## config.mk

```make
export PLATFORM = sky130hd
export DESIGN_NAME = mrw_slave_flat
export DESIGN_NICKNAME = d
export VERILOG_FILES = /design/src/mrw_pkg.sv /design/src/mrw_link_if.sv /design/src/mrw_slave.sv /design/src/flat_wrapper.sv
export SDC_FILE = /design/constraint.sdc
export NUM_CORES = 1
export LEC_CHECK = 0
export ABC_AREA = 1
export BUFFER_PORTS_ARGS = -buffer_cell sky130_fd_sc_hd__buf_4
export CAP_MARGIN = 20
export CORE_MARGIN = 2
export CORE_UTILIZATION = 44
export DETAILED_ROUTE_END_ITERATION = 16
export PLACE_DENSITY = 0.6
export RECOVER_POWER = 25
export SYNTH_ARGS = -nofsm -noshare
export SYNTH_HDL_FRONTEND = slang
export SYNTH_SLANG_ARGS = --single-unit
```

## constraint.sdc

```tcl
create_clock -name core_clk_i -period 5.2 [get_ports core_clk_i]
set_input_delay 0.52 -clock core_clk_i [delete_from_list [all_inputs] [get_ports core_clk_i]]
set_output_delay 0.52 -clock core_clk_i [all_outputs]
set_load 0.05 [all_outputs]
```

## src/mrw_pkg.sv

```systemverilog
// Notes on behaviour
// [RULE_01] read data goes out high byte first
// [RULE_02] read values follow consecutive addresses upward
// [RULE_03] read start field is register number minus 40001
// [RULE_04] master asks at most 125 registers
// [RULE_05] byte count equals twice count, 2..20
// [RULE_06] master never broadcasts a read
// [RULE_07] write query: address, 06, register, data, CRC
// [RULE_08] write address field is number minus 40001
// [RULE_09] write value is two bytes, high first
// [RULE_10] broadcast write is accepted and applied
// [RULE_11] addressed write echoes the query including CRC
// [RULE_12] no reply to any broadcast query
// [RULE_13] master waits processing time after broadcast
// [RULE_14] writes only to permitted register areas
// [RULE_15] frames end in CRC, low byte first
// [RULE_16] foreign slave addresses are silently dropped
// [RULE_17] check value is standard Modbus CRC-16
package mrw_pkg;
	localparam logic [7:0] FC_READ = 8'h03;
	localparam logic [7:0] FC_WRITE = 8'h06;
	localparam logic [7:0] BCAST_ADDR = 8'h00;
	localparam logic [2:0] QUERY_LAST = 3'h7;
	localparam logic [7:0] DEV_MAX_REGS = 8'h0A;
	localparam logic [7:0] MST_MAX_REGS = 8'h7D;
	localparam logic [15:0] REG_NUM_BASE = 16'h9C41;
	localparam logic [15:0] CRC_INIT = 16'hFFFF;
	localparam logic [15:0] CRC_POLY = 16'hA001;
	localparam logic [15:0] CRC_RESIDUE = 16'h0000;
	localparam int CLK_PERIOD_NS = 50;
	localparam int PROC_TIME_NS = 1000;
	localparam int PROC_CYCLES = (PROC_TIME_NS + CLK_PERIOD_NS - 1) / CLK_PERIOD_NS;
	localparam int REPLY_TIMEOUT_NS = 100000;
	localparam int REPLY_TIMEOUT_CYCLES = REPLY_TIMEOUT_NS / CLK_PERIOD_NS;

	////////////////////////////////////////////////////////////////////////////////
	// reflected crc-16 update, one byte
	function automatic logic [15:0] crc_byte(input logic [15:0] crc, input logic [7:0] b);
		logic [15:0] c;
		c = crc ^ {8'h00, b};
		for (int i = 0; i < 8; i++) begin
			c = c[0] ? ((c >> 1) ^ CRC_POLY) : (c >> 1); // RULE_17
		end
		return c;
	endfunction : crc_byte
endpackage : mrw_pkg

```

## src/mrw_link_if.sv

```systemverilog
`timescale 1ns/1ps
`default_nettype none
// byte link, one byte per valid cycle, last marks frame end
interface mrw_link_if;
	logic q_valid;
	logic [7:0] q_data;
	logic q_last;
	logic r_valid;
	logic [7:0] r_data;
	logic r_last;
	modport dev (input q_valid, input q_data, input q_last,
		output r_valid, output r_data, output r_last);
	modport mst (output q_valid, output q_data, output q_last,
		input r_valid, input r_data, input r_last);
endinterface : mrw_link_if
`default_nettype wire

```

## src/mrw_slave.sv

```systemverilog
`timescale 1ns/1ps
`default_nettype none
module mrw_slave (
	input wire logic core_clk_i,
	input wire logic rst_n_i,
	mrw_link_if.dev link,
	input wire logic [7:0] own_addr_i,
	output logic reg_rd_o,
	output logic reg_wr_o,
	output logic [15:0] reg_addr_o,
	output logic [15:0] reg_wdata_o,
	input wire logic [15:0] reg_rdata_i,
	input wire logic reg_wr_allow_i,
	output logic drop_o
);
	// one-hot states of the device end
	typedef enum logic [8:0] {
		S_RX = 9'h001,
		S_SKIP = 9'h002,
		S_EVAL = 9'h004,
		S_ECHO = 9'h008,
		S_RHDR = 9'h010,
		S_RDREQ = 9'h020,
		S_RHI = 9'h040,
		S_RLO = 9'h080,
		S_RCRC = 9'h100
	} mrw_sstate_t;

	// whole state of the device end in one word
	typedef struct packed {
		mrw_sstate_t st;
		logic [7:0][7:0] frame;
		logic [2:0] idx;
		logic [15:0] crc;
		logic [15:0] addr;
		logic [15:0] wdata;
		logic [7:0] rem;
		logic [7:0] lo;
		logic r_valid;
		logic [7:0] r_data;
		logic r_last;
		logic drop;
	} mrw_sreg_t;

	// registered state, next state and decoded query fields
	mrw_sreg_t s_q, s_d;
	logic crc_good;
	logic addr_hit;
	logic is_bcast;
	logic [15:0] count;

	////////////////////////////////////////////////////////////////////////////////
	// decode of the received query
	assign crc_good = (s_q.crc == mrw_pkg::CRC_RESIDUE); // RULE_15
	assign is_bcast = (s_q.frame[0] == mrw_pkg::BCAST_ADDR);
	assign addr_hit = (s_q.frame[0] == own_addr_i) || is_bcast; // RULE_16
	assign count = {s_q.frame[4], s_q.frame[5]};

	// strobes toward the register map
	assign reg_rd_o = (s_q.st == S_RDREQ);
	assign reg_wr_o = (s_q.st == S_EVAL) && crc_good && addr_hit
		&& (s_q.frame[1] == mrw_pkg::FC_WRITE) && reg_wr_allow_i; // RULE_10 RULE_14
	assign reg_addr_o = s_q.addr;
	assign reg_wdata_o = s_q.wdata;
	assign link.r_valid = s_q.r_valid;
	assign link.r_data = s_q.r_data;
	assign link.r_last = s_q.r_last;
	assign drop_o = s_q.drop;

	////////////////////////////////////////////////////////////////////////////////
	// next state
	always_comb begin
		s_d = s_q;
		s_d.r_valid = 1'b0;
		s_d.r_last = 1'b0;
		s_d.drop = 1'b0;
		unique case (s_q.st)
			// collect query bytes, crc runs along with them
			S_RX: begin
				if (link.q_valid) begin
					s_d.frame[s_q.idx] = link.q_data;
					s_d.crc = mrw_pkg::crc_byte(s_q.crc, link.q_data); // RULE_15
					s_d.idx = s_q.idx + 3'h1;
					if (s_q.idx == 3'h3) begin
						s_d.addr = {s_q.frame[2], link.q_data}; // RULE_03 RULE_08
					end
					if (s_q.idx == 3'h5) begin
						s_d.wdata = {s_q.frame[4], link.q_data}; // RULE_09
					end
					if (link.q_last) begin
						if (s_q.idx == mrw_pkg::QUERY_LAST) begin
							s_d.st = S_EVAL;
						end else begin
							s_d.idx = 3'h0;
							s_d.crc = mrw_pkg::CRC_INIT;
							s_d.drop = 1'b1;
						end
					end else if (s_q.idx == mrw_pkg::QUERY_LAST) begin
						s_d.st = S_SKIP; // frame too long
					end
				end
			end
			// overlong frame, wait for its end and throw it away
			S_SKIP: begin
				if (link.q_valid && link.q_last) begin
					s_d.st = S_RX;
					s_d.idx = 3'h0;
					s_d.crc = mrw_pkg::CRC_INIT;
					s_d.drop = 1'b1;
				end
			end
			// judge the held frame, anything refused only pulses drop
			S_EVAL: begin
				s_d.st = S_RX;
				s_d.idx = 3'h0;
				s_d.crc = mrw_pkg::CRC_INIT;
				s_d.drop = 1'b1;
				if (crc_good && addr_hit) begin
					if (s_q.frame[1] == mrw_pkg::FC_READ) begin
						// broadcast read is refused, length bounded
						if (!is_bcast && count != 16'h0000
							&& count <= {8'h00, mrw_pkg::DEV_MAX_REGS}) begin // RULE_05 RULE_12
							s_d.st = S_RHDR;
							s_d.rem = count[7:0];
							s_d.drop = 1'b0;
						end
					end else if (s_q.frame[1] == mrw_pkg::FC_WRITE && reg_wr_allow_i) begin
						// write applied this cycle, broadcast stays silent
						s_d.drop = 1'b0;
						if (!is_bcast) begin
							s_d.st = S_ECHO; // RULE_12
						end
					end
				end
			end
			// replay the eight stored bytes, crc included
			S_ECHO: begin
				s_d.r_valid = 1'b1;
				s_d.r_data = s_q.frame[s_q.idx]; // RULE_11
				s_d.r_last = (s_q.idx == mrw_pkg::QUERY_LAST);
				s_d.idx = s_q.idx + 3'h1;
				if (s_q.idx == mrw_pkg::QUERY_LAST) begin
					s_d.st = S_RX;
				end
			end
			// address, function and byte count of the read reply
			S_RHDR: begin
				s_d.r_valid = 1'b1;
				s_d.idx = s_q.idx + 3'h1;
				if (s_q.idx == 3'h0) begin
					s_d.r_data = s_q.frame[0];
				end else if (s_q.idx == 3'h1) begin
					s_d.r_data = mrw_pkg::FC_READ;
				end else begin
					s_d.r_data = {s_q.rem[6:0], 1'b0}; // RULE_05
					s_d.st = S_RDREQ;
				end
				s_d.crc = mrw_pkg::crc_byte(s_q.crc, s_d.r_data);
			end
			// read strobe, the map answers in the next cycle
			S_RDREQ: begin
				s_d.st = S_RHI;
			end
			// high byte goes out, low byte kept for the next cycle
			S_RHI: begin
				s_d.r_valid = 1'b1;
				s_d.r_data = reg_rdata_i[15:8]; // RULE_01
				s_d.lo = reg_rdata_i[7:0];
				s_d.crc = mrw_pkg::crc_byte(s_q.crc, reg_rdata_i[15:8]);
				s_d.st = S_RLO;
			end
			// low byte goes out, step to the next address
			S_RLO: begin
				s_d.r_valid = 1'b1;
				s_d.r_data = s_q.lo; // RULE_01
				s_d.crc = mrw_pkg::crc_byte(s_q.crc, s_q.lo);
				s_d.addr = s_q.addr + 16'h0001; // RULE_02
				s_d.rem = s_q.rem - 8'h01;
				s_d.idx = 3'h0;
				s_d.st = (s_q.rem == 8'h01) ? S_RCRC : S_RDREQ; // RULE_02
			end
			// check value of the reply, low byte first
			S_RCRC: begin
				s_d.r_valid = 1'b1;
				s_d.idx = s_q.idx + 3'h1;
				if (s_q.idx == 3'h0) begin
					s_d.r_data = s_q.crc[7:0]; // RULE_15
				end else begin
					s_d.r_data = s_q.crc[15:8];
					s_d.r_last = 1'b1;
					s_d.st = S_RX;
					s_d.idx = 3'h0;
					s_d.crc = mrw_pkg::CRC_INIT;
				end
			end
		endcase
	end

	////////////////////////////////////////////////////////////////////////////////
	// state register
	always_ff @(posedge core_clk_i) begin
		if (!rst_n_i) begin
			// clear all, then idle state and crc seed
			s_q <= '0;
			s_q.st <= S_RX;
			s_q.crc <= mrw_pkg::CRC_INIT;
		end else begin
			s_q <= s_d;
		end
	end
endmodule : mrw_slave
`default_nettype wire
```

## src/flat_wrapper.sv

```systemverilog
// flat-port wrapper written by rule: the top's interface ports become plain ports
module mrw_slave_flat 
  (core_clk_i, rst_n_i, own_addr_i, reg_rd_o, reg_wr_o, reg_addr_o, reg_wdata_o, reg_rdata_i, reg_wr_allow_i, drop_o, link_q_valid, link_q_data, link_q_last, link_r_valid, link_r_data, link_r_last);
  mrw_link_if link_i ();
  input wire logic core_clk_i;
  input wire logic rst_n_i;
  input wire logic [7:0] own_addr_i;
  output logic reg_rd_o;
  output logic reg_wr_o;
  output logic [15:0] reg_addr_o;
  output logic [15:0] reg_wdata_o;
  input wire logic [15:0] reg_rdata_i;
  input wire logic reg_wr_allow_i;
  output logic drop_o;
  input wire logic [$bits(link_i.q_valid)-1:0] link_q_valid;
  input wire logic [$bits(link_i.q_data)-1:0] link_q_data;
  input wire logic [$bits(link_i.q_last)-1:0] link_q_last;
  output wire logic [$bits(link_i.r_valid)-1:0] link_r_valid;
  output wire logic [$bits(link_i.r_data)-1:0] link_r_data;
  output wire logic [$bits(link_i.r_last)-1:0] link_r_last;
  assign link_i.q_valid = link_q_valid;
  assign link_i.q_data = link_q_data;
  assign link_i.q_last = link_q_last;
  assign link_r_valid = link_i.r_valid;
  assign link_r_data = link_i.r_data;
  assign link_r_last = link_i.r_last;
  mrw_slave u_core (.core_clk_i(core_clk_i), .rst_n_i(rst_n_i), .link(link_i), .own_addr_i(own_addr_i), .reg_rd_o(reg_rd_o), .reg_wr_o(reg_wr_o), .reg_addr_o(reg_addr_o), .reg_wdata_o(reg_wdata_o), .reg_rdata_i(reg_rdata_i), .reg_wr_allow_i(reg_wr_allow_i), .drop_o(drop_o));
endmodule
```

### Yosys cells after proc, flatten, opt, wreduce, memory -nomap -nowiden

Cells that the tools add are included.

| operators by class | value |
|---|---|
| equality and inequality tests | 28 |
| reduce and logical (&&, ||, !) cells | 30 |
| order comparisons | 3 |
| mux-type cells | 82 |
| bitwise gates (word level) | 36 |
| add/subtract/negate cells | 3 |

Operators by type and width:

| cell | count |
|---|---|
| 2-to-1 mux 16 bit | 34 |
| 2-to-1 mux 124 bit | 1 |
| one-hot mux 16 bit (7 select lines) | 1 |
| 2-to-1 mux 9 bit | 12 |
| NOT 2 -> 3 bit | 32 |
| one-hot mux 9 bit (9 select lines) | 1 |
| 2-to-1 mux 19 bit | 4 |
| 2-to-1 mux 8 bit | 9 |
| bitwise mux 64 bit | 1 |
| bitwise XOR 16 x 8 -> 16 bit | 4 |
| one-hot mux 9 bit (5 select lines) | 1 |
| one-hot mux 16 bit (2 select lines) | 1 |
| binary-select mux 8 bit (select 3 bit) | 1 |
| demux 8 bit (select 3 bit) | 1 |
| adder 16 x 1 -> 16 bit, second input constant | 1 |
| <= comparator 16 x 4 -> 1 bit, second input constant | 1 |
| logical NOT 16 bit | 1 |
| one-hot mux 8 bit (2 select lines) | 1 |
| nonzero test 16 bit | 1 |
| one-hot mux 3 bit (5 select lines) | 1 |
| inequality test 2 bit, second input constant | 7 |
| logical AND 1 bit | 10 |
| nonzero test 5 bit | 2 |
| == test 9 x 1 -> 1 bit, second input constant | 1 |
| other kinds (36) | 53 |

| word-level totals | value |
|---|---|
| input bits | 37 |
| output and inout port bits | 45 |
| logic and storage cells | 201 |
| bits in registers | 151 |

### Depth between registers and ports, before layout

Gate-level depths: netlist of run 1.

| logic depth | value |
|---|---|
| depth after elaboration | 22 |
| mapped depth | 23 |
| mapped depth without buffers | 23 |

### Worst setup path after synthesis of run 1

No wires, ideal clock.

| path | value |
|---|---|
| path kind | register to output |
| start | register u_core.s_q[148] in the netlist's numbering |
| end | output port reg_wr_o |
| cell stages (with the launch flop) | 8 |
| required time | 4.680 ns |
| setup slack | 2.204 ns |
| buffers on the path | 0 |
| arrival time | 2.476 ns |
| path through | dfxtp_1 > nor2_1 > inv_1 > nor2_1 > inv_2 > nor2_1 > nand2_1 > nor4_1 |

| on the way | value |
|---|---|
| longest elaborated chain between the ends | 5 |

RTL lines:

| element | RTL line | RTL |
|---|---|---|
| start: declaration | mrw_slave.sv:46 | `mrw_sreg_t s_q, s_d;` |
| == test 9 x 3 -> 1 bit | mrw_slave.sv:61 | `assign reg_wr_o = (s_q.st == S_EVAL) && crc_good && addr_hit` |
| logical AND 1 bit (2 in series) | mrw_slave.sv:61 |  |
| logical AND 1 bit (2 in series) | mrw_slave.sv:62 | `&& (s_q.frame[1] == mrw_pkg::FC_WRITE) && reg_wr_allow_i;` |
| end: declaration | flat_wrapper.sv:9 | `output logic reg_wr_o;` |

Every way passes these cells.

### Worst setup path in the final report of run 1

| path | value |
|---|---|
| start | input port rst_n_i |
| end | register u_core.s_q[144] in the netlist's numbering |

RTL lines:

| element | RTL line | RTL |
|---|---|---|
| start: declaration | flat_wrapper.sv:6 | `input wire logic rst_n_i;` |

No word-level cell between the ends.

==> results of run 1 <==
## final timing paths
check	from	end	slack, ns	cells after the start
worst max-delay path	rst_n_i	u_core.s_q[144]	1.33	4
worst min-delay path	reg_rdata_i[5]	u_core.s_q[16]	0.32	3
worst max register to register	u_core.s_q[145]	u_core.reg_addr_o[7]	1.94	11
worst min register to register	u_core.reg_wdata_o[13]	u_core.reg_wdata_o[13]	0.46	2
## final cells by class
type,instances,share of cell area
repair buffers,87,0.0473
flip-flops and latches,151,0.297
multi-input cells,912,0.491
inverters,199,0.0740
well taps,275,0.0338
clock buffers,17,0.0417
clock inverters,15,0.0155
## metrics by stage
step / util / power [uW] / hold slack, ns / setup WS [ns]
detailed placement: 0.466 / 1740 / 0.445 / 2.02
floorplan: - / 1600 / 0.424 / 2.20
global placement: 0.466 / 1730 / 0.439 / 2.15
global route: 0.486 / 3090 / 0.322 / 0.994
CTS: 0.494 / 2980 / 0.308 / 2.00
finish: 0.486 / 2970 / 0.320 / 1.33
## metal layers
layer	routed length (um)	GRT usage
met3	2200	0.0546
met2	13100	0.402
met5	0	0
met1	14500	0.395
met4	668	0.0821
## cell families (layout without fill, tap and decap cells)
family                   Yosys count  count (layout)  synth area share
adder cells (fa/ha/maj)            8               8            0.0107
AO/OA/AOI/OAI                    398             398             0.244
AND/OR/NAND/NOR                  445             445             0.221
flip-flops                       151             151             0.322
buffers and inverters            305             318             0.144
XOR/XNOR                          61              61            0.0585
## Yosys cell counts, types with 22 or more instances
cell type and number:
a221oi_1 23, nor3_1 32, clkbuf_1 46, xnor2_1 36, xor2_1 23, nand3_1 77, inv_1 187, buf_4 43
a31oi_1 22, dfxtp_1 151, o21ai_0 132, nor2_1 77, nand2_1 189, a21oi_1 144
## critical path: cells and delay by family
family / cells / cell delay, ns
AND/OR/NAND/NOR: 1 / 0.63
buffers and inverters: 3 / 2.94
## power by group
part | internal, uW | switching, uW
registers | 1180 | 40.7
logic | 171 | 330
clock network | 679 | 575
## layout by cell type, fill, tap and decap left out, types with 5 or more instances in the layout
cell,Yosys,final
o21ai_1,9,9
o211ai_1,5,5
clkbuf_16,0,17
inv_1,187,187
nor4_1,10,10
nor3_1,32,32
o21ai_0,132,132
xor2_1,23,23
nand4_1,15,15
nor2_2,5,5
nand2_1,189,189
nand3_1,77,77
xnor2_1,36,36
a221oi_1,23,23
nand2_2,17,17
inv_6,0,6
a31oi_1,22,22
dfxtp_1,151,151
clkbuf_1,46,46
buf_4,43,39
ha_1,8,8
o22ai_1,21,21
nor2_1,77,77
nand3_2,7,7
inv_2,9,9
o221ai_1,7,7
a211oi_1,20,20
a21oi_1,144,144
==> impl_metrics.yaml, run 1 <==
synthesis:
  ys.flop_type: "dfxtp_1"
  synth.area.top_cells: "dfxtp_1 (32%), a21oi_1 (7.7%), nand2_1 (7.6%)"
  synth_edf_count: 0
  ys_seq_elements: 151
  yosysSeqAreaShare: 0.322
  syn-num-nets: 1413
  synth_cells: 1368
  syn_area_um2: 9380
  async_flop_share: 0
  synth_top_area_frac: 0.322
  synth.distinct_cells: 53
  yosysTopAreaCell: "dfxtp_1"
  synth_warnings: 0
  synth.avg_cell_area_um2: 6.86
placement:
  place_area_um2: 9770
  place_inst: 1623
  hpwl_mm: 22.2
  io_buffers: 81
  place.gp.congestion: 0.961
critical_path:
  critical_path.cell_chain: "clkbuf_2 > clkinv_1 > clkbuf_1 > nor4_1"
  critical_path_class: "in -> reg"
  crit_arrival_ns: 4.16
  cpPeakStageDelay_ns: 1.27
  cp-start-kind: "input port"
  cp.required_ns: 5.49
  worstPathMaxFanout: 100
  crit_path_end_kind: "flop"
  crit_slowest_cell: "clkbuf_2"
outcome:
  outcome: "complete, but fails checks"
  violations: "capacitance limit, slew limit"
timing:
  hold_viol: 0
  fin_crit_ns: 3.87
  fin_crit_sh: 0.744
  fin_skew_ns: 0.0134
  maxSlewHeadroom: -0.516
  rsz0062_at_grt: "no"
  slew_viol_final: 146
  final-setup-viol-count: 0
  setup_tns_ns: 0
  max_freq_mhz: 259
  tightestPinTransition_ns: 2.27
grt:
  grt_pass1_wl_mm: 46.4
  grt_pass1_vias: 8065
  gr-total-overflow: 0
  grt_max_degree: 101
  antenna_found_initial: 0
  grtUsageTotal: 0.271
clock_tree:
  cts_resized: 0
  clock_path_buffers: 2
  htree_levels: 4
  cts_tree: "built"
  clkSinkCount: 151
  cts_setup_buffers: 0
  clk_latency_ns: 0.44
  cts.clk_slew.worst_paths_ns: 0.06
  root_buffer: "clkbuf_16"
  hold_buffers: 0
  numCtsBuffers: 17
cells_and_area:
  regArea_um2: 3020
  multi_input_area_um2: 5010
  diodes: 0
  areaGrowthSynthToFinish_pct: 8.66
  fin_area_um2: 10200
  drive_gt1_frac: 0.0949
  final_nets: 1413
  num-fill-cells: 2224
  layout.cells.non_filler: 1656
routing:
  drt-initial-drc-count: 904
  drc_errors: 0
  ant_nets: 0
  vias: 9143
  routed_wl_mm: 30.5
  detail_route.wl_per_cell_um: 18.4
  first_pass_iters: 6
  via_per_inst: 5.52
floorplanning:
  die-area_um2: 22500
  fp.coreArea_um2: 21000
  rows: 53
  die_y_um: 150
  die_w_um: 150
  initial_core_util: 0.448
  io_pins: 82
worst_hold_path:
  hold_class: "in -> reg"
power_and_ir_drop:
  p_leak_uw: 0.00405
  p_per_area_nw_per_um2: 292
  vdd_drop_max_uv: 226
run:
  maxCapViolations: 2
No activity file was read; power rests on OpenSTA's default activity.
==> run 2, diff against run 1 <==
--- a/config.mk
+++ b/config.mk
@@ -11,7 +11,7 @@
 export CORE_MARGIN = 2
 export CORE_UTILIZATION = 44
 export DETAILED_ROUTE_END_ITERATION = 16
-export PLACE_DENSITY = 0.6
+export PLACE_DENSITY = 0.62
 export RECOVER_POWER = 25
 export SYNTH_ARGS = -nofsm -noshare
 export SYNTH_HDL_FRONTEND = slang
==> constraint.sdc (replaced) <==
create_clock -name core_clk_i -period 3.15 [get_ports core_clk_i]
set_input_delay 0.315 -clock core_clk_i [delete_from_list [all_inputs] [get_ports core_clk_i]]
set_output_delay 0.315 -clock core_clk_i [all_outputs]
set_load 0.05 [all_outputs]
==> impl_metrics.yaml, run 2 (same netlist as run 1, synthesis figures left out) <==
outcome:
  outcome: "completed"
critical_path:
  crit_arrival_ns: 2.60
  cp.required_ns: 2.83
  crit_path_end_kind: "output pin"
  cp-start-kind: "flop"
  worstPathMaxFanout: 5
  critical_path_class: "reg -> out"
clock_tree:
  htree_levels: 4
  cts_tree: "built"
  cts.clk_slew.worst_paths_ns: 0.07
  clkSinkCount: 151
  cts_resized: 0
  root_buffer: "clkbuf_16"
  clock_path_buffers: 2
  cts_setup_buffers: 0
  clk_latency_ns: 0.44
  numCtsBuffers: 17
  hold_buffers: 0
floorplanning:
  initial_core_util: 0.448
  rows: 53
  io_pins: 82
  fp.coreArea_um2: 21000
  die_y_um: 150
  die_w_um: 150
  die-area_um2: 22500
placement:
  io_buffers: 81
  place_inst: 1649
  hpwl_mm: 23.0
  place.gp.congestion: 0.957
routing:
  routed_wl_mm: 31.2
  detail_route.wl_per_cell_um: 18.6
  drt-initial-drc-count: 880
  drc_errors: 0
  vias: 9279
  first_pass_iters: 5
  ant_nets: 0
  via_per_inst: 5.52
grt:
  grt_pass1_vias: 8577
  met1_usage: 0.400
  top_usage_layer: "met2"
  antenna_found_initial: 0
  use_met3: 0.0448
  gr-total-overflow: 0
  grtUsageTotal: 0.279
  use_met2: 0.437
  grt_max_degree: 100
  grt_pass1_wl_mm: 48.0
cells_and_area:
  final_cell_mix: "nand2_1 (189), inv_1 (187), dfxtp_1 (151)"
  final_nets: 1438
  diodes: 0
  num-fill-cells: 2214
  layout.cells.non_filler: 1681
  layout_commonest_cell: "nand2_1"
  drive_gt1_frac: 0.110
  areaGrowthSynthToFinish_pct: 10.8
power_and_ir_drop:
  p_leak_uw: 0.00417
  vdd_drop_max_uv: 341
  total_power_uw: 4930
  p_per_area_nw_per_um2: 474
worst_hold_path:
  hold_class: "in -> reg"
timing:
  max_freq_mhz: 344
  final-setup-viol-count: 0
  maxSlewHeadroom: 0.369
  hold_viol: 0
  slew_viol_final: 0
  setup_tns_ns: 0
  fin_skew_ns: 0.0182
  rsz0062_at_grt: "no"
  tightestPinTransition_ns: 0.946
  fin_crit_sh: 0.924
  fin_crit_ns: 2.91
run:
  maxCapViolations: 0
[run 2: final timing paths]
path / slack (ns) / depth (start not counted) / to / from
hold / removal: 0.11 / 3 / u_core.s_q[16] / reg_rdata_i[5]
setup / recovery: 0.24 / 6 / reg_wr_o / u_core.s_q[71]
hold reg to reg: 0.45 / 2 / flop / flop
setup reg to reg: 0.36 / 21 / u_core.s_q[74] / u_core.s_q[75]
[run 2: metal layers]
layer | wire (um) | vias to the layer above
met2 | 13800 | 332
met1 | 14700 | 4276
met4 | 464 | 0
met3 | 2290 | 38
li1 | - | 4633
met5 | 0 | -
[run 2: worst max-delay path: stages, from the launching register on]
cell and delay [ns]:
dfxtp_1 0.38, nor4_1 0.48, nand2_1 0.09, nor3_1 0.36
nand2_1 0.17, nor4_1 0.38, buf_4 0.29
[run 2: layout make-up]
type                            instances  area [um2]  share of cell area
Tap cell                              275         344              0.0331
Sequential cell                       151        3020               0.291
Timing Repair Buffer                  112         668              0.0643
Clock buffer                           17         425              0.0409
Clock inverter                         15         180              0.0173
Multi-Input combinational cell        912        5000               0.481
Inverter                              199         754              0.0726
[run 2: per-stage QoR]
| step | hold slack (ns) | setup WS [ns] | util | area (um2) |
|---|---|---|---|---|
| after global routing | 0.114 | 0.0234 | 0.496 | 10400 |
| after global placement | 0.443 | 0.451 | 0.476 | 9970 |
| after detailed placement | 0.446 | 0.415 | 0.476 | 9970 |
| final | 0.110 | 0.240 | 0.496 | 10400 |
| after CTS | 0.0979 | 0.235 | 0.505 | 10600 |
| after floorplan | 0.424 | 0.359 | - | 9380 |
[run 2: power breakdown]
part           internal, uW  switching, uW  total [uW]  leakage (uW)
Clock                  1070           1000        2080      0.000292
Combinational           292            556         847       0.00266
Sequential             1940           63.5        2010       0.00122
